**src/rtl/acsp_map.svh**
```systemverilog
// register map, field positions, reset values and frame counts
//
// Overview of operation
// - configuration space is reached over the serial port, one byte per address
// - all serial reads and writes are timed by the controller's shift clock
// - data line direction follows the instruction and the bit position in the frame
// - select low enables cycles; while select is high serial activity is ignored
// - master reset input held low restores default configuration
// - frame starts at the first shift clock rise after select falls
// - each frame opens with a sixteen bit instruction from the controller
// - data phase carries one or more bytes set by the two length bits
// - instruction bit 15 selects read or write (leading bit msb first, last bit lsb first); read turns data line to output
// - msb first after power-up; lsb first once the port config bit is set
// - line turns to output after a falling edge, back to input after a rise
// - select tied low when unused disables the port; shared pins become straps
// - in strap mode the shared pin levels are taken as settings at power-on
// - stabilizer strap high enables the duty cycle stabilizer, low disables it
// - map: chip config 0x00-0x02, transfer 0xff, program registers 0x08-0x2a
// - clock control register at 0x09 resets to 0x01
// - default values read with bit 7 as msb and bit 0 as lsb
// - transfer bit write copies staged registers into the active set
`ifndef ACSP_MAP_SVH
`define ACSP_MAP_SVH

// --------------------------------------------------------------
// addresses
// --------------------------------------------------------------
`define ACSP_ADDR_PORT_CFG   8'h00
`define ACSP_ADDR_CHIP_ID    8'h01
`define ACSP_ADDR_GRADE      8'h02
`define ACSP_ADDR_PROG_FIRST 8'h08
`define ACSP_ADDR_CLOCK      8'h09
`define ACSP_ADDR_PROG_LAST  8'h2a
`define ACSP_ADDR_XFER       8'hff
`define ACSP_PROG_COUNT      35
`define ACSP_CLOCK_IDX       1

// --------------------------------------------------------------
// fields and reset values
// --------------------------------------------------------------
`define ACSP_PC_LSB_HI       6
`define ACSP_PC_SRST_HI      5
`define ACSP_PC_SRST_LO      2
`define ACSP_PC_LSB_LO       1
`define ACSP_PC_FIXED        8'h18
`define ACSP_CLK_DCS_BIT     0
`define ACSP_XFER_BIT        0
`define ACSP_RST_CLOCK       8'h01
`define ACSP_RST_PROG        8'h00

// --------------------------------------------------------------
// frame counts
// --------------------------------------------------------------
`define ACSP_INSTR_LAST      4'hf
`define ACSP_BYTE_LAST       4'h7
`define ACSP_LEN_STREAM      2'h3
`define ACSP_STRAP_WAIT      2'h2

`endif

```
**src/rtl/acsp_pkg.sv**
```systemverilog
// types shared by the serial configuration port
package acsp_pkg;

  // frame sequencer, gray along idle-instr-data-done
  typedef enum logic [1:0] {
    ST_IDLE  = 2'b00,
    ST_INSTR = 2'b01,
    ST_DATA  = 2'b11,
    ST_DONE  = 2'b10
  } acsp_state_t;

  // decoded instruction word
  typedef struct packed {
    logic        rw;
    logic [1:0]  len;
    logic [12:0] addr;
  } acsp_instr_t;

  // shared pins after synchronisation
  typedef struct packed {
    logic mrst_b;
    logic sel_b;
    logic sdio;
    logic sclk;
  } acsp_pins_t;

endpackage

```
**src/rtl/acsp_sync.sv**
```systemverilog
// two-flop synchroniser with edge detection for the port pins
`timescale 1ns/1ps
module acsp_sync #(
  parameter int W = 4
) (
  // clock and reset
  input  wire logic         clk_i,
  input  wire logic         rst_b_i,
  // raw pins
  input  wire logic [W-1:0] pin_i,
  // synchronised level and edges
  output logic      [W-1:0] lvl_o,
  output logic      [W-1:0] rise_o,
  output logic      [W-1:0] fall_o
);

  logic [W-1:0] meta_r;
  logic [W-1:0] sync_r;
  logic [W-1:0] hist_r;

  // ------------------------------------------------------------
  // flops; meta_r feeds sync_r only
  // ------------------------------------------------------------
  always_ff @(posedge clk_i or negedge rst_b_i) begin
    if (!rst_b_i) begin
      meta_r <= '0;
      sync_r <= '0;
      hist_r <= '0;
    end else begin
      meta_r <= pin_i;
      sync_r <= meta_r;
      hist_r <= sync_r;
    end
  end

  assign lvl_o  = sync_r;
  assign rise_o = sync_r & ~hist_r;
  assign fall_o = ~sync_r & hist_r;

endmodule

```
**src/rtl/acsp_port.sv**
```systemverilog
// serial configuration port: frame engine, register file and straps
`timescale 1ns/1ps
`include "acsp_map.svh"
module acsp_port #(
  parameter logic [7:0] CHIP_ID_VAL = 8'h5a, // arbitrary identity value
  parameter logic [7:0] GRADE_VAL   = 8'h00  // arbitrary identity value
) (
  // clock and reset
  input  wire logic       clk_i,
  input  wire logic       rst_b_i,
  // serial pins
  input  wire logic       shift_clock_or_format_strap_i,
  input  wire logic       data_line_or_stabilizer_strap_i,
  input  wire logic       select_low_i,
  input  wire logic       master_reset_b_i,
  output logic            data_line_o,
  output logic            data_line_oe_o,
  // configuration outputs
  output logic            stabilizer_enable_o,
  output logic            twos_complement_o,
  output logic            lsb_first_o,
  output logic            strap_mode_o,
  output logic [7:0]      modes_o
);

  // ------------------------------------------------------------
  // helpers
  // ------------------------------------------------------------
  function automatic logic [7:0] rev8(input logic [7:0] v);
    logic [7:0] r;
    r = '0;
    for (int k = 0; k < 8; k++) begin
      r[k] = v[7-k];
    end
    return r;
  endfunction

  function automatic logic [7:0] dflt(input int i);
    return (i == `ACSP_CLOCK_IDX) ? `ACSP_RST_CLOCK : `ACSP_RST_PROG;
  endfunction

  function automatic logic in_prog(input logic [7:0] a);
    return (a >= `ACSP_ADDR_PROG_FIRST) && (a <= `ACSP_ADDR_PROG_LAST);
  endfunction

  // ------------------------------------------------------------
  // pin synchronisers
  // ------------------------------------------------------------
  logic [3:0]          pin_lvl;
  logic [3:0]          pin_rise;
  logic [3:0]          pin_fall;
  acsp_pkg::acsp_pins_t pins;
  acsp_pkg::acsp_pins_t pins_rise;
  acsp_pkg::acsp_pins_t pins_fall;

  acsp_sync #(
    .W (4)
  ) u_sync (
    .clk_i   (clk_i),
    .rst_b_i (rst_b_i),
    .pin_i   ({master_reset_b_i, select_low_i,
               data_line_or_stabilizer_strap_i, shift_clock_or_format_strap_i}),
    .lvl_o   (pin_lvl),
    .rise_o  (pin_rise),
    .fall_o  (pin_fall)
  );

  assign pins      = acsp_pkg::acsp_pins_t'(pin_lvl);
  assign pins_rise = acsp_pkg::acsp_pins_t'(pin_rise);
  assign pins_fall = acsp_pkg::acsp_pins_t'(pin_fall);

  // ------------------------------------------------------------
  // state
  // ------------------------------------------------------------
  acsp_pkg::acsp_state_t state_r;
  acsp_pkg::acsp_state_t state_nxt;
  acsp_pkg::acsp_instr_t instr_r;
  acsp_pkg::acsp_instr_t instr_nxt;
  logic [3:0]            bit_cnt_r;
  logic [3:0]            bit_cnt_nxt;
  logic [15:0]           sr_r;
  logic [15:0]           sr_nxt;
  logic [7:0]            addr_r;
  logic [7:0]            addr_nxt;
  logic [1:0]            byte_cnt_r;
  logic [1:0]            byte_cnt_nxt;
  logic [7:0]            tx_r;
  logic                  sdo_r;
  logic                  oe_r;
  logic                  lsb_first_r;
  logic [7:0]            stage_r [0:`ACSP_PROG_COUNT-1];
  logic [7:0]            act_r   [0:`ACSP_PROG_COUNT-1];
  logic [1:0]            pwr_cnt_r;
  logic                  strap_mode_r;
  logic                  strap_dcs_r;
  logic                  strap_dfs_r;
  logic                  stab_r;
  logic                  twos_r;
  localparam logic [7:0] RST_CLOCK = `ACSP_RST_CLOCK;

  // ------------------------------------------------------------
  // decode
  // ------------------------------------------------------------
  wire        sclk_rise  = pins_rise.sclk;
  wire        sclk_fall  = pins_fall.sclk;
  wire        sel_fall   = pins_fall.sel_b;
  wire        sel_high   = pins.sel_b;
  wire        mrst_act   = ~pins.mrst_b;
  wire [15:0] shifted    = {sr_r[14:0], pins.sdio};
  wire [15:0] instr_word = lsb_first_r ? {rev8(shifted[7:0]), rev8(shifted[15:8])}
                                       : shifted;
  wire [7:0]  rx_byte    = lsb_first_r ? rev8(shifted[7:0]) : shifted[7:0];
  wire        instr_done = (state_r == acsp_pkg::ST_INSTR) && sclk_rise
                           && (bit_cnt_r == `ACSP_INSTR_LAST);
  wire        byte_done  = (state_r == acsp_pkg::ST_DATA) && sclk_rise
                           && (bit_cnt_r == `ACSP_BYTE_LAST);
  wire        last_byte  = (instr_r.len != `ACSP_LEN_STREAM) && (byte_cnt_r == instr_r.len);
  wire        wr_en      = byte_done && !instr_r.rw;
  wire [7:0]  prog_off   = addr_r - `ACSP_ADDR_PROG_FIRST;
  wire [5:0]  prog_idx   = prog_off[5:0];
  wire        hit_prog   = in_prog(addr_r);
  wire        soft_rst   = wr_en && (addr_r == `ACSP_ADDR_PORT_CFG)
                           && (rx_byte[`ACSP_PC_SRST_HI] || rx_byte[`ACSP_PC_SRST_LO]);
  wire        xfer       = wr_en && (addr_r == `ACSP_ADDR_XFER) && rx_byte[`ACSP_XFER_BIT];
  wire        cfg_dflt   = mrst_act || soft_rst;
  wire [7:0]  port_cfg   = `ACSP_PC_FIXED
                           | ({7'h00, lsb_first_r} << `ACSP_PC_LSB_HI)
                           | ({7'h00, lsb_first_r} << `ACSP_PC_LSB_LO);

  wire [7:0]  rd_val     = (addr_r == `ACSP_ADDR_PORT_CFG) ? port_cfg    :
                           (addr_r == `ACSP_ADDR_CHIP_ID)  ? CHIP_ID_VAL :
                           (addr_r == `ACSP_ADDR_GRADE)    ? GRADE_VAL   :
                           hit_prog                        ? stage_r[prog_idx] :
                                                             8'h00;
  wire [7:0]  tx_src     = (bit_cnt_r == 4'h0) ? rd_val : tx_r;

  // ------------------------------------------------------------
  // frame sequencer next state
  // ------------------------------------------------------------
  always_comb begin
    state_nxt    = state_r;
    instr_nxt    = instr_r;
    bit_cnt_nxt  = bit_cnt_r;
    sr_nxt       = sr_r;
    addr_nxt     = addr_r;
    byte_cnt_nxt = byte_cnt_r;
    case (state_r)
      acsp_pkg::ST_IDLE: begin
        if (sel_fall && !strap_mode_r) begin
          state_nxt   = acsp_pkg::ST_INSTR;
          bit_cnt_nxt = 4'h0;
        end
      end
      acsp_pkg::ST_INSTR: begin
        if (sclk_rise) begin
          sr_nxt      = shifted;
          bit_cnt_nxt = bit_cnt_r + 4'h1;
        end
        if (instr_done) begin
          instr_nxt    = acsp_pkg::acsp_instr_t'(instr_word);
          addr_nxt     = instr_word[7:0];
          byte_cnt_nxt = 2'h0;
          bit_cnt_nxt  = 4'h0;
          state_nxt    = acsp_pkg::ST_DATA;
        end
      end
      acsp_pkg::ST_DATA: begin
        if (sclk_rise) begin
          sr_nxt      = shifted;
          bit_cnt_nxt = bit_cnt_r + 4'h1;
        end
        if (byte_done) begin
          bit_cnt_nxt  = 4'h0;
          byte_cnt_nxt = byte_cnt_r + 2'h1;
          addr_nxt     = lsb_first_r ? addr_r + 8'h01 : addr_r - 8'h01;
          if (last_byte) begin
            state_nxt = acsp_pkg::ST_DONE;
          end
        end
      end
      acsp_pkg::ST_DONE: begin
        state_nxt = acsp_pkg::ST_DONE;
      end
      default: begin
        state_nxt = acsp_pkg::ST_IDLE;
      end
    endcase
    if (sel_high) begin
      state_nxt = acsp_pkg::ST_IDLE;
    end
  end

  // frame state registers on clk_i; shift clock and select edges come through the synchronisers
  always_ff @(posedge clk_i or negedge rst_b_i) begin
    if (!rst_b_i) begin
      state_r    <= acsp_pkg::ST_IDLE;
      instr_r    <= '0;
      bit_cnt_r  <= 4'h0;
      sr_r       <= 16'h0000;
      addr_r     <= 8'h00;
      byte_cnt_r <= 2'h0;
    end else begin
      state_r    <= state_nxt;
      instr_r    <= instr_nxt;
      bit_cnt_r  <= bit_cnt_nxt;
      sr_r       <= sr_nxt;
      addr_r     <= addr_nxt;
      byte_cnt_r <= byte_cnt_nxt;
    end
  end

  // ------------------------------------------------------------
  // read data line driver
  // ------------------------------------------------------------
  // launching on the fall gives the controller a half period of setup
  always_ff @(posedge clk_i or negedge rst_b_i) begin
    if (!rst_b_i) begin
      tx_r  <= 8'h00;
      sdo_r <= 1'b0;
      oe_r  <= 1'b0;
    end else if (sel_high || state_r == acsp_pkg::ST_IDLE) begin
      oe_r <= 1'b0;
    end else if (state_r == acsp_pkg::ST_DONE && sclk_rise) begin
      oe_r <= 1'b0;
    end else if (state_r == acsp_pkg::ST_DATA && instr_r.rw && sclk_fall) begin
      // turn to output for read data
      oe_r  <= 1'b1;
      sdo_r <= lsb_first_r ? tx_src[0] : tx_src[7];
      tx_r  <= lsb_first_r ? {1'b0, tx_src[7:1]} : {tx_src[6:0], 1'b0};
    end
  end

  assign data_line_o    = sdo_r;
  assign data_line_oe_o = oe_r;

  // ------------------------------------------------------------
  // register file: port config, staged and active sets
  // ------------------------------------------------------------
  always_ff @(posedge clk_i or negedge rst_b_i) begin
    if (!rst_b_i) begin
      lsb_first_r <= 1'b0;
    end else if (cfg_dflt) begin
      lsb_first_r <= 1'b0;
    end else if (wr_en && addr_r == `ACSP_ADDR_PORT_CFG) begin
      // either mirrored bit selects lsb first
      lsb_first_r <= rx_byte[`ACSP_PC_LSB_HI] | rx_byte[`ACSP_PC_LSB_LO];
    end
  end

  // clock control defaults to stabilizer on
  always_ff @(posedge clk_i or negedge rst_b_i) begin
    if (!rst_b_i) begin
      for (int i = 0; i < `ACSP_PROG_COUNT; i++) begin
        stage_r[i] <= dflt(i);
        act_r[i]   <= dflt(i);
      end
    end else if (cfg_dflt) begin
      for (int i = 0; i < `ACSP_PROG_COUNT; i++) begin
        stage_r[i] <= dflt(i);
        act_r[i]   <= dflt(i);
      end
    end else begin
      if (wr_en && hit_prog) begin
        stage_r[prog_idx] <= rx_byte;
      end
      if (xfer) begin
        for (int i = 0; i < `ACSP_PROG_COUNT; i++) begin
          act_r[i] <= stage_r[i];
        end
      end
    end
  end

  // ------------------------------------------------------------
  // power-on straps
  // ------------------------------------------------------------
  // straps are caught once the synchronisers have settled after release
  always_ff @(posedge clk_i or negedge rst_b_i) begin
    if (!rst_b_i) begin
      pwr_cnt_r    <= 2'h0;
      strap_mode_r <= 1'b0;
      strap_dcs_r  <= 1'b0;
      strap_dfs_r  <= 1'b0;
    end else begin
      if (pwr_cnt_r != 2'h3) begin
        pwr_cnt_r <= pwr_cnt_r + 2'h1;
      end
      if (pwr_cnt_r == `ACSP_STRAP_WAIT) begin
        // select tied low means strap mode
        strap_mode_r <= ~pins.sel_b;
        strap_dcs_r  <= pins.sdio;
        strap_dfs_r  <= pins.sclk;
      end else if (sel_high) begin
        // port in use once select seen high
        strap_mode_r <= 1'b0;
      end
    end
  end

  // ------------------------------------------------------------
  // configuration outputs
  // ------------------------------------------------------------
  always_ff @(posedge clk_i or negedge rst_b_i) begin
    if (!rst_b_i) begin
      stab_r <= RST_CLOCK[`ACSP_CLK_DCS_BIT];
      twos_r <= 1'b0;
    end else if (strap_mode_r) begin
      stab_r <= strap_dcs_r;
      twos_r <= strap_dfs_r;
    end else begin
      // bit 0 of clock control is the stabilizer
      stab_r <= act_r[`ACSP_CLOCK_IDX][`ACSP_CLK_DCS_BIT];
      twos_r <= 1'b0;
    end
  end

  assign stabilizer_enable_o = stab_r;
  assign twos_complement_o   = twos_r;
  assign lsb_first_o         = lsb_first_r;
  assign strap_mode_o        = strap_mode_r;
  assign modes_o             = act_r[0];

endmodule

```
**config.mk**
```make
export PLATFORM = sky130hd
export DESIGN_NAME = acsp_port
export DESIGN_NICKNAME = d
export VERILOG_FILES = /design/src/rtl/acsp_pkg.sv /design/src/rtl/acsp_sync.sv /design/src/rtl/acsp_port.sv
export VERILOG_INCLUDE_DIRS = /design/src /design/src/rtl
export SDC_FILE = /design/constraint.sdc
export NUM_CORES = 1
export LEC_CHECK = 0
export CAP_MARGIN = 20
export CORE_UTILIZATION = 40
export CTS_BUF_LIST = sky130_fd_sc_hd__clkbuf_4 sky130_fd_sc_hd__clkbuf_8 sky130_fd_sc_hd__clkbuf_16
export CTS_CLUSTER_DIAMETER = 60
export DETAILED_ROUTE_END_ITERATION = 6
export DONT_BUFFER_PORTS = 1
export GPL_TIMING_DRIVEN = 0
export MAX_ROUTING_LAYER = met4
export PLACE_DENSITY_LB_ADDON = 0.08
export SLEW_MARGIN = 25
export SYNTH_ARGS = -nofsm -noshare
export SYNTH_HDL_FRONTEND = slang
export SYNTH_SLANG_ARGS = --single-unit
```
**constraint.sdc**
```tcl
create_clock -name clk_i -period 4.5 [get_ports clk_i]
set_clock_uncertainty 0.2 [all_clocks]
set_input_delay 0.675 -clock clk_i [delete_from_list [all_inputs] [get_ports clk_i]]
set_output_delay 0.675 -clock clk_i [all_outputs]
set_load 0.1 [all_outputs]
```
==> impl_metrics.tcl, run 1 <==
set metrics [dict create \
    outcome "finished with violations" \
    violations "hold timing" \
    postRouteWirelength_mm 63.4 \
    hold_viol 348 \
    synth_edf_count 0 \
    syn_avg_cell_area_um2 10.4 \
    syn_area_um2 17200 \
    cts.htree.levels 2 \
    grt_usage_pct 30.4 \
    path_max_fanout 10 \
    diodes 0 \
    power_density_nw_per_um2 380 \
    synth_cells 1643 \
    die_x_um 209 \
    clock_latency_ns 0.59 \
    initial_core_util_pct 40.7 \
    worst_ep_arrival_time_ns 4.62 \
    r2r_start "addr_r[0]$_DFFE_PN0P_" \
    p_clk_share_pct 47.9 \
    cp_slowest_stage_delay_ns 0.48 \
    antenna_found_initial 0 \
    path_clk_slew_ns 0.06 \
    die-area_um2 43700 \
    grt_pass1_vias 13700 \
    cts_made_buffers 42 \
    whs_ns -0.387 \
    worstPathRequired_ns 4.77 \
    fin_setup_tns_ns 0 \
    reg2reg_depth 11 \
    routabilityCongestion 1.01 \
    power.internal_uw 5400 \
    via_per_inst 6.13 \
    max_slew.worst_pin.slew_ns 1.13 \
    crit_start "addr_r[0]$_DFFE_PN0P_" \
    io_buffers 0 \
    grt_max_degree 352 \
    row_count 75 \
    r2r_setup_slack_ns 0.15 \
    synth_ff_type "dfrtp_1" \
    leakagePower_uw 0.00787 \
    ys_ff_latch 351 \
    grt.met1_usage_pct 42.3 \
    synth.yosys.warnings 0 \
    end_kind "register" \
    p_switching_uw 1950 \
    fin_cells 2261 \
    cp_cell_sequence "buf_6, buf_2, clkinvlp_4, ha_1, or2_2, a31oi_1, nand3_1, a2111oi_1, a31oi_1, and2_0, a211oi_1" \
    crit_top_cell "a31oi_1" \
    drtIter0Drc 1484 \
    start_kind "register" \
    nets 1708 \
    rr_endpoint "data_line_o$_DFFE_PN0P_" \
    drtPass1Iterations 7 \
    layout-drive-gt1-share_pct 16.3 \
    final_common_cell "dfrtp_1" \
    grt_overflow_total 0 \
    fp.dieH_um 209 \
    final_cell_mix "dfrtp_1, nor2_1, a211oi_1" \
    root_buffer "clkbuf_16" \
    combPwrFrac_pct 8.3 \
    post-place-cells 2183 \
    critPathKind "reg2reg" \
    grt.busiest_layer "met2" \
    area_delta_synth_final_pct 12.7 \
    grt_pass1_wl_mm 94.3 \
    synth_cell_types 81 \
    min_period_over_period_pct 96.7 \
    peakVddDrop_mv 0.246 \
    max_freq_ghz 0.230 \
    ioPinCount 20 \
    place_hpwl_mm 43.2 \
    layout_min_cycle_time_ns 4.35 \
    synthesis.nets 1660 \
    slew_viol_final 0 \
    ctsHoldBuffers 4 \
    vias 13900 \
    crit_slowest_cell "dfrtp_1" \
    drtAntennaViolNets 0 \
    cts_setup_buffers 0 \
    yosysSeqAreaShare_pct 51.2 \
    p_sw_share_pct 26.6 \
    core_um2 42100 \
    routedWlPerCell_um 28.0 \
    yosys.area.top_type_share_pct 50.7 \
    tritoncts_num_sinks 351 \
    hp-class "in2async" \
    yosys-top-cells-area "dfrtp_1, a211oi_1, nor2_1" \
    seq_power_share_pct 43.9 \
    drv_cap 0 \
    setup_viol 0 \
    cts_tree "built" \
    async_reset_ff_share_pct 100 \
    use_met3_pct 5.50 \
    drc 0 \
    cts_buffer_depth 3 \
    yosys.area.top_type "dfrtp_1" \
    met2_usage_pct 44.4 \
    slew_headroom_pct 23.8 \
]
==> state kept, by name (all words and copies together), names as in the netlist, 3 cells and up <==
| signal | cells |
|---|---|
| u_sync.meta_r | 4 |
| bit_cnt_r | 4 |
| addr_r | 8 |
| tx_r | 8 |
| modes_o | 8 |
| instr_r | 3 |
| sr_r | 15 |
| u_sync.lvl_o | 4 |
| stage_r | 280 |
==> layout make-up <==
class	instances	area, um^2
clock buffers	64	1280
inverters	13	52.6
repair buffers	5	51.3
clock inverters	11	138
plain buffers	153	823
fillers	4011	22800
flip-flops and latches	351	8790
well taps	539	674
multi-input cells	1125	7530
==> per-stage QoR <==
step	power [uW]	util [%]	setup slack (ns)	instance area, um^2
final	7350	45.9	0.149	19300
after detailed placement	3880	42.4	-0.209	17900
after floorplan	3580	-	1.22	17200
after CTS	7380	45.9	0.00998	19300
after global placement	3870	42.3	-0.227	17800
after global routing	7540	45.9	-0.00476	19300
==> cells by family after synthesis <==
group,Yosys count,synth area share (%)
compound gates,508,21.5
simple gates,511,15.0
flops,351,51.2
mux,89,6.06
buf+inv,167,5.08
xor+xnor,6,0.350
fa+ha+maj,11,0.802
==> worst max-delay path by stage <==
stage | depth (start not counted) | slack [ns] | endpoint
final | 11 | 0.15 | data_line_o$_DFFE_PN0P_
after global routing | 11 | -0.005 | data_line_o$_DFFE_PN0P_
after CTS | 11 | 0.01 | data_line_o$_DFFE_PN0P_
after detailed placement | 13 | -0.21 | data_line_o$_DFFE_PN0P_
after global placement | 13 | -0.23 | data_line_o$_DFFE_PN0P_
after floorplan | 13 | 1.22 | data_line_o$_DFFE_PN0P_
==> metal layers <==
layer	share of wire (%)	vias to the layer above	wire length, um
met5	0	-	0
met4	3.9	0	2480
met3	7.3	133	4640
met2	44	540	28000
met1	45	7006	28300
li1	-	6175	-
==> Yosys cell counts (8+ instances only) <==
| cell type | n |
|---|---|
| o22a_1 | 13 |
| a31oi_1 | 8 |
| a211oi_1 | 283 |
| o21ai_0 | 25 |
| ha_1 | 11 |
| o221ai_1 | 12 |
| nand2_1 | 47 |
| buf_4 | 39 |
| o22ai_1 | 66 |
| nand3_1 | 9 |
| nor2_1 | 323 |
| nor2b_1 | 12 |
| buf_2 | 37 |
| mux2i_1 | 41 |
| dfrtp_1 | 348 |
| inv_1 | 12 |
| mux4_2 | 8 |
| a21oi_1 | 40 |
| nor3_1 | 18 |
| clkbuf_1 | 64 |
| mux2_2 | 40 |
| nor2_4 | 32 |
==> power groups by stage <==
| stage | logic, uW | registers (uW) | clock network (uW) |
|---|---|---|---|
| after CTS | 600 | 3230 | 3550 |
| after floorplan | 317 | 3270 | 0 |
| after global routing | 629 | 3230 | 3680 |
| after global placement | 592 | 3280 | 0 |
| final | 607 | 3230 | 3520 |
| after detailed placement | 596 | 3280 | 0 |
==> worst max-delay path, delay by kind of cell, from the launching register on <==
kind,cells,cell delay (ns)
AOI/OAI and AO/OA,4,1.31
adders and majority gates,1,0.37
buffers and inverters,3,1.10
DFF,1,0.48
and+or+nand+nor,3,0.78
==> what timing repair did <==
item | CTS | global route
hold endpoints to repair | 355 | 351
endpoints found under the setup margin | 5 | 1
resized for setup | 1 | 1
(Power assumes the default switching activity.)
==> run 2: changes to the inputs <==
--- a/config.mk
+++ b/config.mk
@@ -7,7 +7,7 @@
 export NUM_CORES = 1
 export LEC_CHECK = 0
 export CAP_MARGIN = 20
-export CORE_UTILIZATION = 40
+export CORE_UTILIZATION = 43
 export CTS_BUF_LIST = sky130_fd_sc_hd__clkbuf_4 sky130_fd_sc_hd__clkbuf_8 sky130_fd_sc_hd__clkbuf_16
 export CTS_CLUSTER_DIAMETER = 60
 export DETAILED_ROUTE_END_ITERATION = 6
==> run 2 against run 1 <==
  * The flow still finishes with violations (hold timing)
  * Cell count down 0.75%
  * Worst hold slack worse by 0.014 ns
  * Global-route usage up 1.9 points
  * First-iteration DRC count down 5.6%
  * Non-clock buffer count up 2
  * Clock power about the same
  * Sequential power about the same
  * Power about the same
  * Largest cell class unchanged
==> impl_metrics.tcl, run 2 (synthesized netlist as in run 1, its figures left out) <==
set metrics [dict create \
    routedWlPerCell_um 28.0 \
    layout_min_cycle_time_ns 4.38 \
    die_x_um 202 \
    die-area_um2 40700 \
    highest_layer "met4" \
    grt_overflow_total 0 \
    postRouteWirelength_mm 62.8 \
    start_kind "register" \
    cts_made_buffers 43 \
    drc 0 \
    initial_core_util_pct 44.0 \
    top_regs "stage_r (280), sr_r (15)" \
    antenna_found_initial 0 \
    grt_pass1_wl_mm 94.1 \
    critPathKind "reg2reg" \
    routabilityCongestion 1.00 \
    drtPass1Iterations 7 \
    drtIter0Drc 1401 \
    power_density_nw_per_um2 379 \
    fillers 3640 \
    grt_usage_pct 32.3 \
    rsz0062_at_grt "false" \
    r2r_setup_slack_ns 0.12 \
    regMostFlops "stage_r" \
    fin_util_pct 49.6 \
    cts_buffer_depth 3 \
    wl_met2_mm 27.0 \
    ioPinCount 20 \
    via_per_inst 6.24 \
    max_freq_ghz 0.229 \
    clock_latency_ns 0.58 \
    slew_viol_final 0 \
    cts_tree "built" \
    grt_max_degree 352 \
    grt_pass1_vias 13800 \
    finalInstanceArea_um2 19400 \
    min_period_over_period_pct 97.2 \
    hold_viol 350 \
    worstPathRequired_ns 4.77 \
    wl_met3_mm 4.96 \
    peakVddDrop_mv 0.268 \
    cp_slowest_stage_delay_ns 0.50 \
    root_buffer "clkbuf_16" \
    drtAntennaViolNets 0 \
    crit_slowest_cell "dfrtp_1" \
    hp-class "in2async" \
    violations "hold timing" \
    core_um2 39000 \
    cp_cell_sequence "buf_6, buf_2, clkinvlp_4, ha_1, or2_2, a31oi_1, nand3_1, a2111oi_2, a31oi_1, and2_0, a211oi_1" \
    met1_length_mm 28.0 \
    nets 1711 \
    dpl_cell_area_um2 17900 \
    path_max_fanout 10 \
    max_slew.worst_pin.slew_ns 1.14 \
    end_kind "register" \
    tritoncts_num_sinks 351 \
    io_buffers 0 \
    crit_top_cell "a31oi_1" \
    final_cell_mix "dfrtp_1, nor2_1, a211oi_1" \
    largest_reg_flops 280 \
    cts.htree.levels 2 \
    drv_cap 0 \
    fp.dieH_um 202 \
    fin_setup_tns_ns 0 \
    ctsHoldBuffers 4 \
    path_clk_slew_ns 0.06 \
    slew_headroom_pct 23.7 \
    row_count 72 \
    final_common_cell "dfrtp_1" \
    leakagePower_uw 0.00789 \
    worst_ep_arrival_time_ns 4.64 \
    vias 14000 \
    diodes 0 \
    whs_ns -0.401 \
    outcome "finished with violations" \
    area_delta_synth_final_pct 12.8 \
    layout-drive-gt1-share_pct 16.5 \
    setup_viol 0 \
    cts_setup_buffers 0 \
    multiInputGateArea_um2 7540 \
    seqCellArea_um2 8790 \
    place_hpwl_mm 43.0 \
]
==> run 2: routing by layer <==
metal  up-vias  GRT usage [%]
met3       155           6.64
met4         0           14.3
met5         -              -
li1       6183              -
met1      7066           45.0
met2       594           45.3
==> run 2: repair_timing <==
action,CTS,global route
setup endpoints to repair,17,1
endpoints found under the hold margin,355,351
resized for setup,2,1
==> run 2: through the flow <==
step	std cells	worst slack, ns	total power (uW)
global route	2244	0.00538	7540
CTS	2244	0.173	7390
global placement	2161	-0.391	3880
detailed placement	2164	-0.338	3890
finish	2244	0.124	7350
floorplan	1643	1.22	3580
==> run 2: final timing paths <==
path,depth (start not counted),startpoint,end
hold reg to reg,0,u_sync.meta_r[1]$_DFF_PN0_,u_sync.lvl_o[1]$_DFF_PN0_
setup reg to reg,11,addr_r[0]$_DFFE_PN0P_,data_line_o$_DFFE_PN0P_
hold / removal,0,rst_b_i,stage_r[44]$_DFFE_PN0P_
min in group clk_i,0,u_sync.meta_r[1]$_DFF_PN0_,u_sync.lvl_o[1]$_DFF_PN0_
max in group asynchronous,0,rst_b_i,u_sync.hist_r[2]$_DFF_PN0_
setup / recovery,11,addr_r[0]$_DFFE_PN0P_,data_line_o$_DFFE_PN0P_
==> run 2: critical path, delay by kind of cell (launching register included) <==
family / cells / cell delay [ns]
and+or+nand+nor: 3 / 0.82
adders and majority gates: 1 / 0.37
buffers and inverters: 3 / 1.08
AOI/OAI and AO/OA: 4 / 1.28
DFF: 1 / 0.50
==> run 2: power by group <==
group / switching (uW) / internal, uW / total [uW]
registers: 42.9 / 3190 / 3230
logic: 502 / 123 / 625
clock network: 1410 / 2080 / 3490
total: 1960 / 5390 / 7350
==> run 2: area by class of cell <==
cell class                      instances  share of cell area [%]
Multi-Input combinational cell       1125                    38.9
Clock buffer                           64                    6.97
Inverter                               13                   0.271
Timing Repair Buffer                    7                   0.381
Clock inverter                         13                   0.472
Buffer                                153                    4.24
Sequential cell                       351                    45.4
Tap cell                              518                    3.35
==> run 3: changes to the inputs <==
--- a/config.mk
+++ b/config.mk
@@ -7,12 +7,13 @@
 export NUM_CORES = 1
 export LEC_CHECK = 0
 export CAP_MARGIN = 20
+export CORE_ASPECT_RATIO = 2
 export CORE_UTILIZATION = 43
 export CTS_BUF_LIST = sky130_fd_sc_hd__clkbuf_4 sky130_fd_sc_hd__clkbuf_8 sky130_fd_sc_hd__clkbuf_16
 export CTS_CLUSTER_DIAMETER = 60
 export DETAILED_ROUTE_END_ITERATION = 6
 export DONT_BUFFER_PORTS = 1
-export GPL_TIMING_DRIVEN = 0
+export GPL_TIMING_DRIVEN = 1
 export MAX_ROUTING_LAYER = met4
 export PLACE_DENSITY_LB_ADDON = 0.08
 export SLEW_MARGIN = 25
==> run 3 against run 2 <==
  * The flow finishes with violations (hold timing, slew limit)
  * Sequential power hardly changed
  * Cell area fell by 3.1%
  * Register-to-register slack improved by 0.83 ns
  * Fmax grew 23%
  * Clock-buffer cell count fell by 11
==> impl_metrics.tcl, run 3 (synthesized netlist as in run 1, its figures left out) <==
set metrics [dict create \
    via_per_inst 6.00 \
    diodes 0 \
    combPwrFrac_pct 8.4 \
    cts.repair.resized 0 \
    die_x_um 143 \
    grt_pass1_vias 12700 \
    fin_setup_tns_ns 0 \
    crit_slowest_cell "o21ai_4" \
    nets 1592 \
    core_um2 39400 \
    largest_reg_flops 280 \
    grt_pass1_wl_mm 82.8 \
    ctsHoldBuffers 4 \
    fin_cells 2125 \
    ioPinCount 20 \
    antenna_found_initial 0 \
    power_density_nw_per_um2 367 \
    hp-class "in2async" \
    routedWlPerCell_um 25.7 \
    setup_viol 0 \
    grt_usage_pct 28.4 \
    hold_viol 348 \
    post-place-cells 2059 \
    rsz0062_at_grt "false" \
    cp_top_family "compound AO/OA/AOI/OAI gates" \
    p_clk_share_pct 44.4 \
    cp_cell_sequence "buf_4, nor3_1, and2_1, nand3_1, o21ai_4, buf_12, a211oi_1" \
    io_buffers 0 \
    final_cell_mix "dfrtp_1, nor2_1, a211oi_1" \
    slew_viol_final 74 \
    pre_cts_slack_ns 0.967 \
    leakagePower_uw 0.00749 \
    path_clk_slew_ns 0.06 \
    fp.dieH_um 285 \
    top_regs "stage_r (280), sr_r (15)" \
    root_buffer "clkbuf_16" \
    max_freq_ghz 0.282 \
    drv_cap 0 \
    critPathKind "reg2reg" \
    drc 0 \
    cts_made_buffers 35 \
    end_kind "register" \
    postRouteWirelength_mm 54.7 \
    area_delta_synth_final_pct 9.30 \
    violations "hold timing, slew limit" \
    min_period_over_period_pct 78.9 \
    layout-drive-gt1-share_pct 14.6 \
    layout_min_cycle_time_ns 3.55 \
    regMostFlops "stage_r" \
    place_hpwl_mm 36.4 \
    drtAntennaViolNets 0 \
    vias 12700 \
    seqCellArea_um2 8800 \
    routabilityCongestion 1.00 \
    worstPathRequired_ns 4.68 \
    cts_buffer_depth 3 \
    clock_latency_ns 0.54 \
    outcome "finished with violations" \
    p_sw_share_pct 26.1 \
    whs_ns -0.357 \
    path_buf_inv 2 \
    cts_tree "built" \
    multiInputGateArea_um2 7610 \
    worst_ep_arrival_time_ns 3.73 \
    max_slew.worst_pin.slew_ns 1.58 \
    slew_headroom_pct -5.29 \
    row_count 103 \
    drtIter0Drc 956 \
    cts_setup_buffers 0 \
    cts.htree.levels 2 \
    grt_overflow_total 0 \
    seq_power_share_pct 47.2 \
    die-area_um2 40800 \
    cp_slowest_stage_delay_ns 0.88 \
    layout_setup_ws_ns 0.949 \
    p_switching_uw 1800 \
    final_common_cell "dfrtp_1" \
    power.internal_uw 5080 \
    fillers 3755 \
    grt_max_degree 352 \
    initial_core_util_pct 43.5 \
    start_kind "register" \
    peakVddDrop_mv 0.215 \
    path_max_fanout 59 \
    tritoncts_num_sinks 351 \
    drtPass1Iterations 5 \
]
[run 3: cell types whose count changed in the layout (fill, tap and decap cells not counted), moves of 5 or more]
| cell | previous run | this run |
|---|---|---|
| clkbuf_1 | 64 | 0 |
| buf_6 | 10 | 0 |
| clkbuf_8 | 13 | 6 |
| buf_12 | 0 | 7 |
| buf_2 | 35 | 0 |
| clkbuf_4 | 6 | 11 |
| mux2i_2 | 5 | 0 |
| clkbuf_16 | 45 | 36 |
| buf_1 | 7 | 0 |
| mux2i_4 | 0 | 5 |
[run 3: final timing paths]
path                                        endpoint  cells after the start  slack (ns)                       start
max                         stage_r[186]$_DFFE_PN0P_                      7        0.95       addr_r[2]$_DFFE_PN0P_
min                              sr_r[3]$_DFFE_PN0P_                      0       -0.36                     rst_b_i
max reg2reg                 stage_r[186]$_DFFE_PN0P_                      7        0.95       addr_r[2]$_DFFE_PN0P_
min reg2reg                u_sync.lvl_o[3]$_DFF_PN0_                      0        0.15  u_sync.meta_r[3]$_DFF_PN0_
max in group asynchronous        tx_r[7]$_DFFE_PN0P_                      0        3.20                     rst_b_i
min in group clk_i         u_sync.lvl_o[3]$_DFF_PN0_                      0        0.15  u_sync.meta_r[3]$_DFF_PN0_
[run 3: worst register-to-register path: cells and delay by family (launching register included)]
kind / cells / cell delay (ns)
AO/OA/AOI/OAI: 2 / 1.01
AND/OR/NAND/NOR: 3 / 0.86
buffers and inverters: 2 / 0.72
flip-flops: 1 / 0.60
[run 3: metal layers]
| layer | up-vias | track usage, % | part of all wire [%] |
|---|---|---|---|
| met3 | 129 | 3.02 | 3.6 |
| li1 | 5916 | - | - |
| met5 | - | - | 0 |
| met2 | 326 | 48.3 | 52 |
| met4 | 0 | 15.5 | 6.1 |
| met1 | 6374 | 32.3 | 38 |
[run 3: cell type report]
cell class | count | area share, %
inverter | 13 | 0.260
sequential | 351 | 46.9
clock inverter | 9 | 0.607
clock buffer | 53 | 5.68
multi-input combinational | 1125 | 40.6
timing repair buffer | 49 | 2.48
tap | 525 | 3.50
[run 3: stage by stage]
stage | hold WS, ns | total power (uW) | util (%) | cell area, um^2
2_1_floorplan | 0.131 | 3580 | - | 17200
3_3_place_gp | 0.138 | 3880 | 44.5 | 17500
3_5_place_dp | 0.138 | 3880 | 44.5 | 17500
4_1_cts | -0.389 | 6950 | 47.6 | 18800
5_1_grt | -0.371 | 7080 | 47.6 | 18800
6_report | -0.357 | 6880 | 47.6 | 18800
[run 3: power groups by stage]
stage	Combinational (uW)	Sequential [uW]	Clock, uW
after global routing	600	3250	3230
after detailed placement	574	3310	0
after CTS	579	3250	3120
after floorplan	317	3270	0
after global placement	574	3310	0
final	575	3250	3060
